==> config.mk <==
export PLATFORM = sky130hd
export DESIGN_NAME = pms_sequencer
export DESIGN_NICKNAME = d
export VERILOG_FILES = /design/src/include/pms_pkg.sv /design/src/hdl/pms_sequencer.sv /design/src/hdl/pms_sync.sv
export VERILOG_INCLUDE_DIRS = /design/src /design/src/include
export SDC_FILE = /design/constraint.sdc
export NUM_CORES = 1
export LEC_CHECK = 0
export ABC_AREA = 1
export BUFFER_PORTS_ARGS = -buffer_cell sky130_fd_sc_hd__buf_2
export CAP_MARGIN = 20
export CORE_MARGIN = 1
export CORE_UTILIZATION = 45
export DETAILED_ROUTE_END_ITERATION = 16
export MAX_ROUTING_LAYER = met4
export PLACE_DENSITY_LB_ADDON = 0.2
export SLEW_MARGIN = 25
export SYNTH_ARGS = -nofsm -noshare
export SYNTH_HDL_FRONTEND = slang
export SYNTH_SLANG_ARGS = --single-unit
export TNS_END_PERCENT = 30
==> constraint.sdc <==
create_clock -name clk -period 0.8 [get_ports clk]
set_clock_uncertainty 0.05 [all_clocks]
set_input_delay 0.04 -clock clk [delete_from_list [all_inputs] [get_ports clk]]
set_output_delay 0.04 -clock clk [all_outputs]
set_load 0.01 [all_outputs]
==> src/include/pms_defs.svh <==
`ifndef PMS_DEFS_SVH
`define PMS_DEFS_SVH

// Clock gate forcing levels and pipeline control
`define PMS_CLK_FORCED 1'b1
// Stage encoding of the power-mode instruction in writeback
`define PMS_OP_NONE 2'h0
`define PMS_OP_STANDBY 2'h1
`define PMS_OP_SUSPEND 2'h2
`define PMS_OP_HIBERNATE 2'h3
// Cycles the resume request stays pending before mode is left
`define PMS_WAKE_SETTLE 2'h1

`endif

==> src/include/pms_pkg.sv <==
package pms_pkg;
  // Power modes, one-hot
  typedef enum logic [3:0] {
    PMS_FULL = 4'h1,
    PMS_STANDBY = 4'h2,
    PMS_SUSPEND = 4'h4,
    PMS_HIBERNATE = 4'h8
  } pms_mode_t;
endpackage
==> src/hdl/pms_sequencer.sv <==
`timescale 1ns/1ps
`include "pms_defs.svh"
module pms_sequencer
  import pms_pkg::*;
(
  // Clock and reset
  input wire logic clk,
  input wire logic resetn,
  // Pipeline and bus status
  input wire logic [1:0] writeback_stage_op,
  input wire logic system_bus_idle,
  // Wake sources
  input wire logic int_accept,
  input wire logic wake_timer_int,
  input wire logic power_switch_pin,
  input wire logic carrier_detect_input_pin,
  // Clock gate controls, pipeline stall and power mode
  output logic pipeline_clk_hold,
  output logic peripheral_interface_clock_hold,
  output logic master_output_clock_hold,
  output logic pll_timer_clk_hold,
  output logic pipeline_stall,
  output logic [3:0] power_mode
);
  // Reset synchroniser
  logic rst_meta_r;
  logic rst_n_r;
  // Synchronised pins
  logic [1:0] pins_s;
  // Mode state
  pms_mode_t mode_r;
  pms_mode_t mode_nxt;
  // Pending instruction held until bus is idle
  logic [1:0] pend_r;
  logic [1:0] pend_nxt;

  // Release reset through two flops
  always_ff @(posedge clk or negedge resetn)
  begin
    if (!resetn)
    begin
      rst_meta_r <= 1'b0;
      rst_n_r <= 1'b0;
    end
    else
    begin
      rst_meta_r <= 1'b1;
      rst_n_r <= rst_meta_r;
    end
  end

  // Pin synchronisation
  pms_sync #(
    .W(2)
  ) u_sync (
    .clk(clk),
    .rst_n(rst_n_r),
    .d({power_switch_pin, carrier_detect_input_pin}),
    .q(pins_s)
  );

  // Hibernate wake condition
  function automatic logic hib_wake(input logic [1:0] p, input logic t);
    hib_wake = p[1] | p[0] | t;
  endfunction

  // Next mode and pending instruction
  always_comb
  begin
    mode_nxt = mode_r;
    pend_nxt = pend_r;
    case (mode_r)
      PMS_FULL:
      begin
        // Latch instruction as it reaches writeback
        if (pend_r == `PMS_OP_NONE && writeback_stage_op != `PMS_OP_NONE)
          pend_nxt = writeback_stage_op;
        // Commit once bus is idle
        if (pend_r != `PMS_OP_NONE && system_bus_idle)
        begin
          pend_nxt = `PMS_OP_NONE;
          if (pend_r == `PMS_OP_SUSPEND)
            mode_nxt = PMS_SUSPEND;
          else if (pend_r == `PMS_OP_HIBERNATE)
            mode_nxt = PMS_HIBERNATE;
          else
            mode_nxt = PMS_STANDBY;
        end
      end
      PMS_STANDBY:
      begin
        // Any interrupt, timer included
        if (int_accept | wake_timer_int)
          mode_nxt = PMS_FULL;
      end
      PMS_SUSPEND:
      begin
        if (int_accept)
          mode_nxt = PMS_FULL;
      end
      PMS_HIBERNATE:
      begin
        if (hib_wake(pins_s, wake_timer_int))
          mode_nxt = PMS_FULL;
      end
      default:
      begin
        // Illegal code falls back to full speed
        mode_nxt = PMS_FULL;
        pend_nxt = `PMS_OP_NONE;
      end
    endcase
  end

  // Mode register
  always_ff @(posedge clk or negedge rst_n_r)
  begin
    if (!rst_n_r)
    begin
      mode_r <= PMS_FULL;
      pend_r <= `PMS_OP_NONE;
    end
    else
    begin
      mode_r <= mode_nxt;
      pend_r <= pend_nxt;
    end
  end

  // Clock hold outputs from the next mode, registered
  always_ff @(posedge clk or negedge rst_n_r)
  begin
    if (!rst_n_r)
    begin
      pipeline_clk_hold <= 1'b0;
      peripheral_interface_clock_hold <= 1'b0;
      master_output_clock_hold <= 1'b0;
      pll_timer_clk_hold <= 1'b0;
      pipeline_stall <= 1'b0;
      power_mode <= PMS_FULL;
    end
    else
    begin
      // Pipeline clock stops in every low-power mode
      pipeline_clk_hold <= (mode_nxt != PMS_FULL);
      // Peripheral clock stops in suspend and hibernate
      peripheral_interface_clock_hold <= (mode_nxt == PMS_SUSPEND) | (mode_nxt == PMS_HIBERNATE);
      // Master and PLL clocks stop only in hibernate
      master_output_clock_hold <= (mode_nxt == PMS_HIBERNATE);
      pll_timer_clk_hold <= (mode_nxt == PMS_HIBERNATE);
      // Stall from commit-pending until wake
      pipeline_stall <= (mode_nxt != PMS_FULL) | (pend_nxt != `PMS_OP_NONE);
      power_mode <= mode_nxt;
    end
  end

  // Entry only with idle bus
  property p_entry_idle;
    @(posedge clk) disable iff (!rst_n_r)
    (mode_r == PMS_FULL && mode_nxt != PMS_FULL) |-> system_bus_idle && pend_r != `PMS_OP_NONE;
  endproperty
  a_entry_idle: assert property (p_entry_idle) else $error("low-power entry without idle bus");

  // Suspend instruction reaches suspend
  property p_susp;
    @(posedge clk) disable iff (!rst_n_r)
    (mode_r == PMS_FULL && pend_r == `PMS_OP_SUSPEND && system_bus_idle) |=> mode_r == PMS_SUSPEND;
  endproperty
  a_susp: assert property (p_susp) else $error("suspend not entered");

  // Suspend clock pattern
  property p_susp_clk;
    @(posedge clk) disable iff (!rst_n_r)
    mode_r == PMS_SUSPEND |-> pipeline_clk_hold && peripheral_interface_clock_hold;
  endproperty
  a_susp_clk: assert property (p_susp_clk) else $error("suspend clocks not held");

  // Suspend keeps master and PLL clocks
  property p_susp_run;
    @(posedge clk) disable iff (!rst_n_r)
    mode_r == PMS_SUSPEND |-> !master_output_clock_hold && !pll_timer_clk_hold;
  endproperty
  a_susp_run: assert property (p_susp_run) else $error("suspend stopped master clock");

  // Interrupt ends suspend next cycle
  property p_susp_wake;
    @(posedge clk) disable iff (!rst_n_r)
    (mode_r == PMS_SUSPEND && int_accept) |=> mode_r == PMS_FULL && !pipeline_clk_hold;
  endproperty
  a_susp_wake: assert property (p_susp_wake) else $error("suspend did not wake");

  // Hibernate holds all clocks
  property p_hib_clk;
    @(posedge clk) disable iff (!rst_n_r)
    mode_r == PMS_HIBERNATE |-> pipeline_clk_hold && master_output_clock_hold && pll_timer_clk_hold
      && peripheral_interface_clock_hold;
  endproperty
  a_hib_clk: assert property (p_hib_clk) else $error("hibernate clock running");

  // Hibernate wake sources
  property p_hib_wake;
    @(posedge clk) disable iff (!rst_n_r)
    (mode_r == PMS_HIBERNATE && (wake_timer_int || pins_s != 2'h0)) |=> mode_r == PMS_FULL;
  endproperty
  a_hib_wake: assert property (p_hib_wake) else $error("hibernate did not wake");

  // Standby holds only pipeline clock
  property p_stby;
    @(posedge clk) disable iff (!rst_n_r)
    mode_r == PMS_STANDBY |-> pipeline_clk_hold && !peripheral_interface_clock_hold && !master_output_clock_hold;
  endproperty
  a_stby: assert property (p_stby) else $error("standby clock pattern wrong");

  // Low-power modes exit only to full speed
  property p_one_mode;
    @(posedge clk) disable iff (!rst_n_r)
    (mode_r != PMS_FULL && mode_nxt != mode_r) |-> mode_nxt == PMS_FULL;
  endproperty
  a_one_mode: assert property (p_one_mode) else $error("mode change not from full speed");
endmodule

==> src/hdl/pms_sync.sv <==
`timescale 1ns/1ps
// Two-flop synchroniser for asynchronous pin levels
module pms_sync
  import pms_pkg::*;
#(
  parameter int W = 2
)
(
  // Clock and reset
  input wire logic clk,
  input wire logic rst_n,
  // Pin levels
  input wire logic [W-1:0] d,
  output logic [W-1:0] q
);
  // First stage, read only by the second
  logic [W-1:0] meta_r;

  // Two-stage capture
  always_ff @(posedge clk or negedge rst_n)
  begin
    if (!rst_n)
    begin
      meta_r <= '0;
      q <= '0;
    end
    else
    begin
      meta_r <= d;
      q <= meta_r;
    end
  end
endmodule

---- Yosys cells after proc, flatten, opt, wreduce, memory -nomap -nowiden ----
Cells that the tools add are included.
storage, ports and cells
  output and inout port bits .............. 9
  word-level logic and storage cells ...... 41
  input bits .............................. 9
  register bits after elaboration ......... 16
cells by class
  bitwise gates (word level) .............. 5
  reductions and logical operators ........ 7
  eq/ne operators ......................... 9
  multiplexer cells ....................... 10
operators with widths
  operator                                        count
  two-way mux 4 bit                               6
  case mux 4 bit (4 select lines)                 1
  == test 4 x 3 -> 1 bit (second input constant)  2
  == test 4 bit (second input constant)           2
  nonzero test 2 bit                              3
  bitwise OR 1 bit                                5
  == test 2 bit (second input constant)           2
  == test 4 x 1 -> 1 bit (second input constant)  1
  == test 4 x 2 -> 1 bit (second input constant)  1
  two-way mux 2 bit                               2
  != test 4 x 1 -> 1 bit (second input constant)  1
  case mux 2 bit (2 select lines)                 1
  OR reduction 3 bit                              1
  logical AND 1 bit                               2
  zero test 2 bit                                 1

---- Depth between registers and ports, before layout ----
Gate-level depths: netlist of the first run.
  depth in word-level cells ............... 7
  depth in mapped cells ................... 8
  depth with buffers taken out ............ 8

---- Modules after synthesis ----
Synthesis of the first run repeated with hierarchy kept, for this count alone.
unflattened totals
  cells, all modules ...................... 81
  area, all modules ....................... 706.9 sq um
modules (own cells, without submodules)
  module         area each (sq um)  cells an instance  sequential area each (sq um)  instances
  pms_sequencer  606.8              77                 301.5                         1
  pms_sync       100.1              4                  100.1                         1

---- Worst setup path before layout of the first run ----
Ideal clock, no wire load.
  kind .................................... register to register
  start ................................... reg, netlist name power_mode[0]
  end ..................................... reg pipeline_stall
  buffers on the path ..................... 0
  period minus slack after synthesis ...... 1.252 ns
  stages on the path, launching flop included .. 8
  setup time .............................. 0.122 ns
  arrival ................................. 1.080 ns
  required time ........................... 0.628 ns
  slack ................................... -0.452 ns
  path through ............................ dfstp_2 inv_1 nand2_2 nor2_2 nor2_2 nand3_1 nand2_2 nand3_2
RTL lines
  what                    RTL line              RTL
  end signal: assignment  pms_sequencer.sv:152  pipeline_stall <= (mode_nxt != PMS_FULL) | (pend_nxt != `PMS_OP_NONE);
  end: declaration        pms_sequencer.sv:22   output logic pipeline_stall,

==> flow_metrics.tcl, run 1 <==
set metrics [dict create \
    outcome "finished, violations left" \
    violations "negative setup slack" \
    ys_warn_count 0 \
    synth_top_area_share_pct 52.54 \
    n_antenna_cell 0 \
    die_h_um 41.85 \
    critical-path-max-stage-delay_ps 580 \
    place_hpwl_um 1083 \
    core_sq_um 1489 \
    crit_chain "inv_2 -> nand2_4 -> nor2_4 -> nor2_4 -> nand3_2 -> nand2_2 -> nand3_2" \
    finalCritPeriodShare_pct 161.3 \
    clockBufferDepth 2 \
    dieArea_sq_um 1751 \
    grt_pass1_vias 579 \
    top_level_ports 18 \
    wirelength_um 1402 \
    ys_ff_latch 16 \
    path_delay_family "flip-flops" \
    final_common_cell "nand2_1" \
    via_count 611 \
    vias_per_cell 4.700 \
    ir_drop_uv 2180 \
    grt_remaining_overflow 0 \
    initial_core_util_pct 47.98 \
    drv_slew 0 \
    use_met3_pct 3.913 \
    numClockSinks 16 \
    cts_tree "built" \
    grt_max_degree 10 \
    crit_required_ps 930 \
    hold_viol 0 \
    final_layout_size_suffix_gt1_share_pct 43.86 \
    drtPass1Iterations 4 \
    critPathArrivalTime_ps 1420 \
    track_usage_pct 20.11 \
    cts-root-buf "clkbuf_4" \
    critPathKind "reg -> reg" \
    rsz0062_at_grt "yes" \
    cts_max_level 1 \
    dpl_cell_area_sq_um 872.1 \
    antenna_found_initial 0 \
    ys_types 19 \
    place_ws_ps -504.2 \
    layout_common_cells "21 x nand2_1, 15 x buf_2, 14 x dfrtp_1, 10 x inv_1, 9 x buf_4" \
    finalSetupViolCount 19 \
    grt_pass1_wl_um 2546 \
    nFillCells 132 \
    syn_nets 90 \
    p_leak_nw 0.5725 \
    synth_area_leader_cell "dfrtp_1" \
    use_met1_pct 26.07 \
    finish.instance_area_sq_um 1003 \
    top_usage_layer "met2" \
    start_kind "register" \
    syn_to_final_growth_pct 40.46 \
    setup_tns_ps -5497 \
    path_buf_inv 1 \
    nNetsFinal 124 \
    drc 0 \
    drtAntennaViolNets 0 \
    max_freq_ghz 0.7750 \
    place_congestion 0.7874 \
    crit_slowest_cell "dfstp_2" \
    die_x_um 41.85 \
    endpoint_kind "register" \
    p_total_mw 3.621 \
    finalCriticalPeriod_ps 1290 \
    critPathMaxFanout 5 \
    routedWlPerCell_um 10.78 \
    drtIter0Drc 9 \
    port_buffers 17 \
    row_count 14 \
    cts_buffers 3 \
    syn_area_sq_um 714.4 \
    layout_setup_ws_ps -490.3 \
    grt_use_met2_pct 32.19 \
    synth.avg_cell_area_sq_um 8.820 \
    yosysSeqAreaShare_pct 56.22 \
    hold_path_class "in -> reg" \
    hold_ws_ps 18.55 \
    yosys-top-cells-area "dfrtp_1 53%, nand2_1 12%, inv_1 6.3%, dfstp_2 3.7%, nand3_1 3.5%" \
    power.density_nw_per_um2 3609 \
    syn_inst 81 \
    clk_latency_ps 280 \
    cap_viol_max_count 0 \
    clk_pin_slew_ps 90 \
]
==> metal layers <==
metal / routed length (um) / vias to the layer above / part of all wire (%)
met2: 747 / 17 / 53
met1: 583 / 276 / 42
met5: 0 / - / 0
li1: - / 314 / -
met3: 57 / 4 / 4.1
met4: 13 / 0 / 0.93
==> timing repair <==
action	in CTS	in global routing
gates resized for setup	10	5
hold endpoints to repair	4	0
hold buffers	4	0
cloned	0	0
buffers inserted	0	1
setup endpoints to repair	19	20
pin swaps	7	4
==> cells in the mapped netlist <==
| master | n |
|---|---|
| a21oi_1 | 1 |
| conb_1 | 1 |
| o21ai_0 | 1 |
| nor2_4 | 1 |
| nand2_2 | 3 |
| nand2_1 | 23 |
| o32ai_1 | 1 |
| nand3_1 | 5 |
| nand4_1 | 1 |
| inv_1 | 12 |
| dfrtp_1 | 15 |
| o211ai_1 | 1 |
| inv_2 | 1 |
| nor2_2 | 4 |
| nor2_1 | 5 |
| dfstp_2 | 1 |
| nand3b_1 | 2 |
| nand3_2 | 2 |
| buf_4 | 1 |
==> power by group <==
group          internal (mW)  leakage (nW)  switching (mW)
clock network          0.277        0.0210           0.248
registers               1.06         0.197           0.152
logic                  0.803         0.354            1.08
total                   2.14         0.573            1.48
==> tightest hold or removal path: stages <==
cell     delay, ps
buf_2          110
inv_1           60
a21oi_1         70
inv_1           50
==> path summary, 6_finish.rpt <==
path / startpoint / end / slack (ps) / cells after the start
worst max-delay path: power_mode[0] / pipeline_stall / -490 / 7
worst min-delay path: int_accept / power_mode[2] / 20 / 4
worst max register to register: power_mode[0] / pipeline_stall / -490 / 7
worst min register to register: rst_n_r / pipeline_clk_hold / 120 / 1
max in group asynchronous: rst_n_r / power_mode[0] / 380 / 1
min in group asynchronous: resetn / rst_meta_r / 80 / 3
==> state kept, by name, indices dropped and copies added, names as in the netlist, 2 cells and up <==
| name | flops |
|---|---|
| pend_r | 2 |
| power_mode | 4 |
| u_sync.q | 2 |
| u_sync.meta_r | 2 |
==> final cells by class <==
cell class / count / area, sq um / share of cell area [%]
repair buffers: 30 / 206.4 / 20.57
inverters: 13 / 48.80 / 4.863
flip-flops and latches: 16 / 402.9 / 40.15
multi-input cells: 51 / 289.0 / 28.80
clock buffers: 4 / 36.28 / 3.616
well taps: 16 / 20.02 / 1.995
==> logic make-up after synthesis <==
group                  share of synthesized area [%]
other                                         0.5249
flip-flops                                     56.22
AO/OA/AOI/OAI                                  3.677
AND/OR/NAND/NOR                                31.70
buffers and inverters                          7.880
==> metrics by stage <==
step / instances / utilization, %
after floorplan: 81 / -
after global placement: 121 / 58.57
after detailed placement: 121 / 58.57
after CTS: 129 / 66.22
after global routing: 130 / 67.40
final: 130 / 67.40
No activity file was read; power rests on OpenSTA's default activity.
==> run 2, diff against run 1 <==
--- a/config.mk
+++ b/config.mk
@@ -7,7 +7,7 @@
 export NUM_CORES = 1
 export LEC_CHECK = 0
 export ABC_AREA = 1
-export BUFFER_PORTS_ARGS = -buffer_cell sky130_fd_sc_hd__buf_2
+export BUFFER_PORTS_ARGS = -buffer_cell sky130_fd_sc_hd__buf_4
 export CAP_MARGIN = 20
 export CORE_MARGIN = 1
 export CORE_UTILIZATION = 45
==> run 2 against run 1 <==
The run ends with design-rule violations, negative setup slack left. Clock power about the same. Sequential power up 3%. Combinational power grew 16%. Clock-buffer cell count stayed put. Via count is 3.9% higher. Worst setup slack lost 35 ps. Critical path type unchanged.
==> flow_metrics.tcl, run 2 (synthesis gave the netlist of run 1 again) <==
set metrics [dict create \
    outcome "finished, violations left" \
    violations "design-rule violations, negative setup slack" \
    routedWlPerCell_um 11.24 \
    top_level_ports 18 \
    die_h_um 41.85 \
    cts-root-buf "clkbuf_4" \
    cp-startpoint "power_mode[0]" \
    cts_max_level 1 \
    port_buffers 17 \
    finalSetupViolCount 19 \
    dieArea_sq_um 1751 \
    hold_path_class "in -> async" \
    cts_tree "built" \
    clk_latency_ps 280 \
    max_freq_ghz 0.7546 \
    track_usage_pct 19.56 \
    r2r-start "power_mode[0]" \
    path_buf_inv 1 \
    clockBufferDepth 2 \
    ir_drop_uv 2456 \
    drtAntennaViolNets 0 \
    final_cells 132 \
    clk_pin_slew_ps 100 \
    core_sq_um 1489 \
    via_count 635 \
    power.density_nw_per_um2 3678 \
    layout_common_cells "21 x buf_4, 18 x nand2_1, 13 x dfrtp_1, 10 x inv_1, 8 x buf_6" \
    regMostFlops "power_mode" \
    start_kind "register" \
    die_x_um 41.85 \
    crit_slowest_cell "dfstp_2" \
    n_antenna_cell 0 \
    drtPass1Iterations 10 \
    grt_remaining_overflow 0 \
    drv_slew 0 \
    nNetsFinal 126 \
    critPathArrivalTime_ps 1450 \
    rsz0062_at_grt "yes" \
    place_congestion 0.8072 \
    initial_core_util_pct 47.98 \
    antenna_found_initial 0 \
    final_common_cell "buf_4" \
    finalCritPeriodShare_pct 165.7 \
    finalCriticalPeriod_ps 1325 \
    reg2reg_depth 7 \
    grt_pass1_vias 610 \
    cts_buffers 3 \
    endpoint_kind "register" \
    grt_pass1_wl_um 2449 \
    cp.depth 7 \
    vias_per_cell 4.811 \
    drc 1 \
    row_count 14 \
    numClockSinks 16 \
    place_inst 124 \
    critical-path-max-stage-delay_ps 600 \
    crit_top_cell "nand3_2" \
    setup_tns_ps -6008 \
    crit_chain "inv_2 -> nand2_4 -> nor2_2 -> nor2_4 -> nand3_2 -> nand2_2 -> nand3_2" \
    grt_max_degree 10 \
    critPathMaxFanout 5 \
    drtIter0Drc 13 \
    cap_viol_max_count 0 \
    critPathKind "reg -> reg" \
    hold_viol 0 \
    place_hpwl_um 1041 \
    wirelength_um 1484 \
    final_layout_size_suffix_gt1_share_pct 48.28 \
    layout_setup_ws_ps -525.2 \
    path_delay_family "flip-flops" \
    syn_to_final_growth_pct 50.96 \
    largest_reg_flops 4 \
    hold_ws_ps 27.33 \
    crit_required_ps 930 \
    p_leak_nw 0.5938 \
]
## run 2: layout make-up
type                       count  area [sq um]
timing repair buffer          32         277.8
fill                         116         410.4
tap                           16         20.02
inverter                      13         48.80
sequential                    16         404.1
clock buffer                   4         36.28
multi-input combinational     51         291.5
## run 2: power breakdown
part | internal (mW) | switching [mW] | leakage (nW)
Clock | 0.277 | 0.251 | 0.0210
Sequential | 1.06 | 0.181 | 0.196
Combinational | 1.06 | 1.14 | 0.377
## run 2: layer usage
layer | global-route usage, % | part of all wire, %
met1 | 21.26 | 43
met2 | 34.69 | 53
met3 | 3.913 | 3.2
met4 | 7.742 | 0.61
met5 | - | 0
## run 2: final timing paths
path	end	slack, ps
worst min-delay path	rst_meta_r	30
worst min register to register	pipeline_clk_hold	120
max in group asynchronous	power_mode[0]	380
worst max register to register	pipeline_stall	-530
min in group clk	power_mode[2]	40
worst max-delay path	pipeline_stall	-530
## run 2: timing repair
| item | CTS | global route |
|---|---|---|
| setup buffers | 0 | 1 |
| pin swaps | 6 | 10 |
| hold buffers | 3 | 0 |
| resized for setup | 11 | 11 |
| cloned | 0 | 0 |
| setup endpoints to repair | 19 | 19 |
| hold endpoints to repair | 4 | 0 |
## run 2: per-stage QoR
step	utilization (%)	power, mW	setup WS [ps]	cell area, sq um
floorplan	-	2.335	-452.1	714.4
global placement	62.94	2.978	-468.1	937.1
detailed placement	62.94	3.036	-489.2	937.1
CTS	69.66	3.763	-511.0	1037
global route	72.44	4.272	-580.0	1079
finish	72.44	3.967	-525.2	1079
==> run 3, diff against run 2 <==
--- a/config.mk
+++ b/config.mk
@@ -14,6 +14,7 @@
 export DETAILED_ROUTE_END_ITERATION = 16
 export MAX_ROUTING_LAYER = met4
 export PLACE_DENSITY_LB_ADDON = 0.2
+export SETUP_SLACK_MARGIN = 0.4
 export SLEW_MARGIN = 25
 export SYNTH_ARGS = -nofsm -noshare
 export SYNTH_HDL_FRONTEND = slang
==> run 3 against run 2 <==
The flow finishes with violations (negative hold slack, negative setup slack). Sequential cell count stayed put. Utilization is 1.8 points lower. Cell area is 2.4% lower. Worst setup slack lost 6.7 ps. Critical path depth is the same. Die area did not move. Final cell count down 0.76%. Clock-buffer cell count unchanged. Combinational power is essentially flat. Routed wire length is 9.7% higher. Largest power group unchanged.
==> flow_metrics.tcl, run 3 (synthesis gave the netlist of run 1 again) <==
set metrics [dict create \
    crit_top_cell "nand3_2" \
    track_usage_pct 20.38 \
    die_h_um 41.85 \
    holdPathStages 1 \
    hold_path_class "in -> reg" \
    nNetsFinal 125 \
    grt_pass1_vias 621 \
    core_sq_um 1489 \
    layout_common_cells "23 x buf_4, 19 x nand2_1, 14 x dfrtp_1, 9 x inv_1, 7 x buf_6" \
    rsz0062_at_grt "yes" \
    p_sw_share_pct 41.12 \
    grt_pass1_wl_um 2546 \
    vias_per_cell 4.939 \
    largest_reg_flops 4 \
    critical-path-max-stage-delay_ps 600 \
    reg2reg_slack_ps -530 \
    p_total_mw 3.869 \
    final_common_cell "buf_4" \
    place_ws_ps -516.1 \
    cts-root-buf "clkbuf_4" \
    power.switching_mw 1.591 \
    start_kind "register" \
    finalCriticalPeriod_ps 1332 \
    crit_slowest_cell "dfstp_2" \
    numClockSinks 16 \
    cts_max_level 1 \
    cts_hold_buf 1 \
    drtIter0Drc 11 \
    port_buffers 17 \
    place_hpwl_um 1188 \
    ir_drop_uv 2473 \
    syn_to_final_growth_pct 47.29 \
    dpl_cell_area_sq_um 939.7 \
    cts_tree "built" \
    p_int_mw 2.278 \
    final_cells 131 \
    worstHoldStart "carrier_detect_input_pin" \
    dieArea_sq_um 1751 \
    final_layout_size_suffix_gt1_share_pct 48.70 \
    power.share.clock_pct 10.9 \
    initial_core_util_pct 47.98 \
    finalSetupViolCount 19 \
    clk_pin_slew_ps 90 \
    wirelength_um 1628 \
    endpoint_kind "register" \
    combPwrFrac_pct 57.2 \
    antenna_found_initial 0 \
    grt_max_degree 10 \
    drtAntennaViolNets 0 \
    critPathMaxFanout 5 \
    power.density_nw_per_um2 3677 \
    layout_setup_ws_ps -531.9 \
    via_count 647 \
    grt_remaining_overflow 0 \
    drv_slew 0 \
    violations "negative hold slack, negative setup slack" \
    row_count 14 \
    worstReg2RegEnd "pipeline_stall" \
    crit_required_ps 920 \
    top_level_ports 18 \
    critPathKind "reg -> reg" \
    place_congestion 0.7935 \
    die_x_um 41.85 \
    nFillCells 123 \
    final_util_pct 70.67 \
    clockBufferDepth 2 \
    place_inst 124 \
    outcome "finished, violations left" \
    pwr-share-seq_pct 31.9 \
    p_leak_nw 0.5842 \
    whs_endpoint "u_sync.meta_r[0]" \
    max_freq_ghz 0.7508 \
    finish.instance_area_sq_um 1052 \
    cts_buffers 3 \
    drtPass1Iterations 4 \
    clk_latency_ps 270 \
    cap_viol_max_count 0 \
    finalCritPeriodShare_pct 166.5 \
    routedWlPerCell_um 12.43 \
    drc 0 \
    crit_chain "inv_2 -> nand2_4 -> nor2_4 -> nor2_2 -> nand3_2 -> nand2_2 -> nand3_2" \
    hold_viol 2 \
    n_antenna_cell 0 \
    regMostFlops "power_mode" \
    hold_ws_ps -186.2 \
    r2r-start "power_mode[0]" \
    critPathArrivalTime_ps 1450 \
    reg2reg_depth 7 \
]
==> run 3: through the flow <==
stage | TNS, ps | hold WS [ps]
detailed placement | -4268 | -226.6
CTS | -5777 | -196.8
global route | -6511 | -204.7
finish | -5810 | -186.2
floorplan | -3562 | -305.6
global placement | -3920 | -227.7
==> run 3: worst max path at each step <==
| stage | start | end | cells past startpoint |
|---|---|---|---|
| after floorplan | power_mode[0] | pipeline_stall | 7 |
| after global placement | power_mode[0] | pipeline_stall | 7 |
| after detailed placement | power_mode[0] | pipeline_stall | 7 |
| after CTS | power_mode[0] | pipeline_stall | 7 |
| after global routing | power_mode[0] | pipeline_stall | 7 |
| final | power_mode[0] | pipeline_stall | 7 |
==> run 3: routing by layer <==
| metal | GRT usage [%] | part of all wire [%] | up-vias |
|---|---|---|---|
| li1 | - | - | 316 |
| met1 | 21.74 | 40 | 302 |
| met2 | 34.38 | 53 | 23 |
| met3 | 3.043 | 3.5 | 6 |
| met4 | 14.19 | 3.0 | 0 |
| met5 | - | 0 | - |
==> run 3: final cells by class <==
type | count | area (sq um) | share of cell area [%]
sequential | 16 | 402.9 | 38.29
inverter | 13 | 48.80 | 4.637
multi-input combinational | 51 | 292.8 | 27.82
tap | 16 | 20.02 | 1.902
clock buffer | 4 | 26.28 | 2.497
timing repair buffer | 31 | 261.5 | 24.85
==> run 3: power by group through the flow <==
stage / logic, mW / clock network, mW / registers, mW
after floorplan: 1.05 / 0 / 1.30
after global placement: 1.80 / 0 / 1.21
after detailed placement: 1.85 / 0 / 1.22
after CTS: 2.11 / 0.443 / 1.21
after global routing: 2.40 / 0.469 / 1.25
final: 2.21 / 0.422 / 1.23
==> run 3: timing repair <==
action                                 4_1_cts  5_1_grt
setup endpoints to repair                   23       31
gates resized for setup                     13        6
endpoints found under the hold margin        4        2
pin swaps                                    4        4
setup buffers                                1        1
==> run 3: worst max-delay path, delay by kind of cell (launching register included) <==
family,cells,cell delay [ps]
and+or+nand+nor,6,510
buffers and inverters,1,60
DFF,1,600
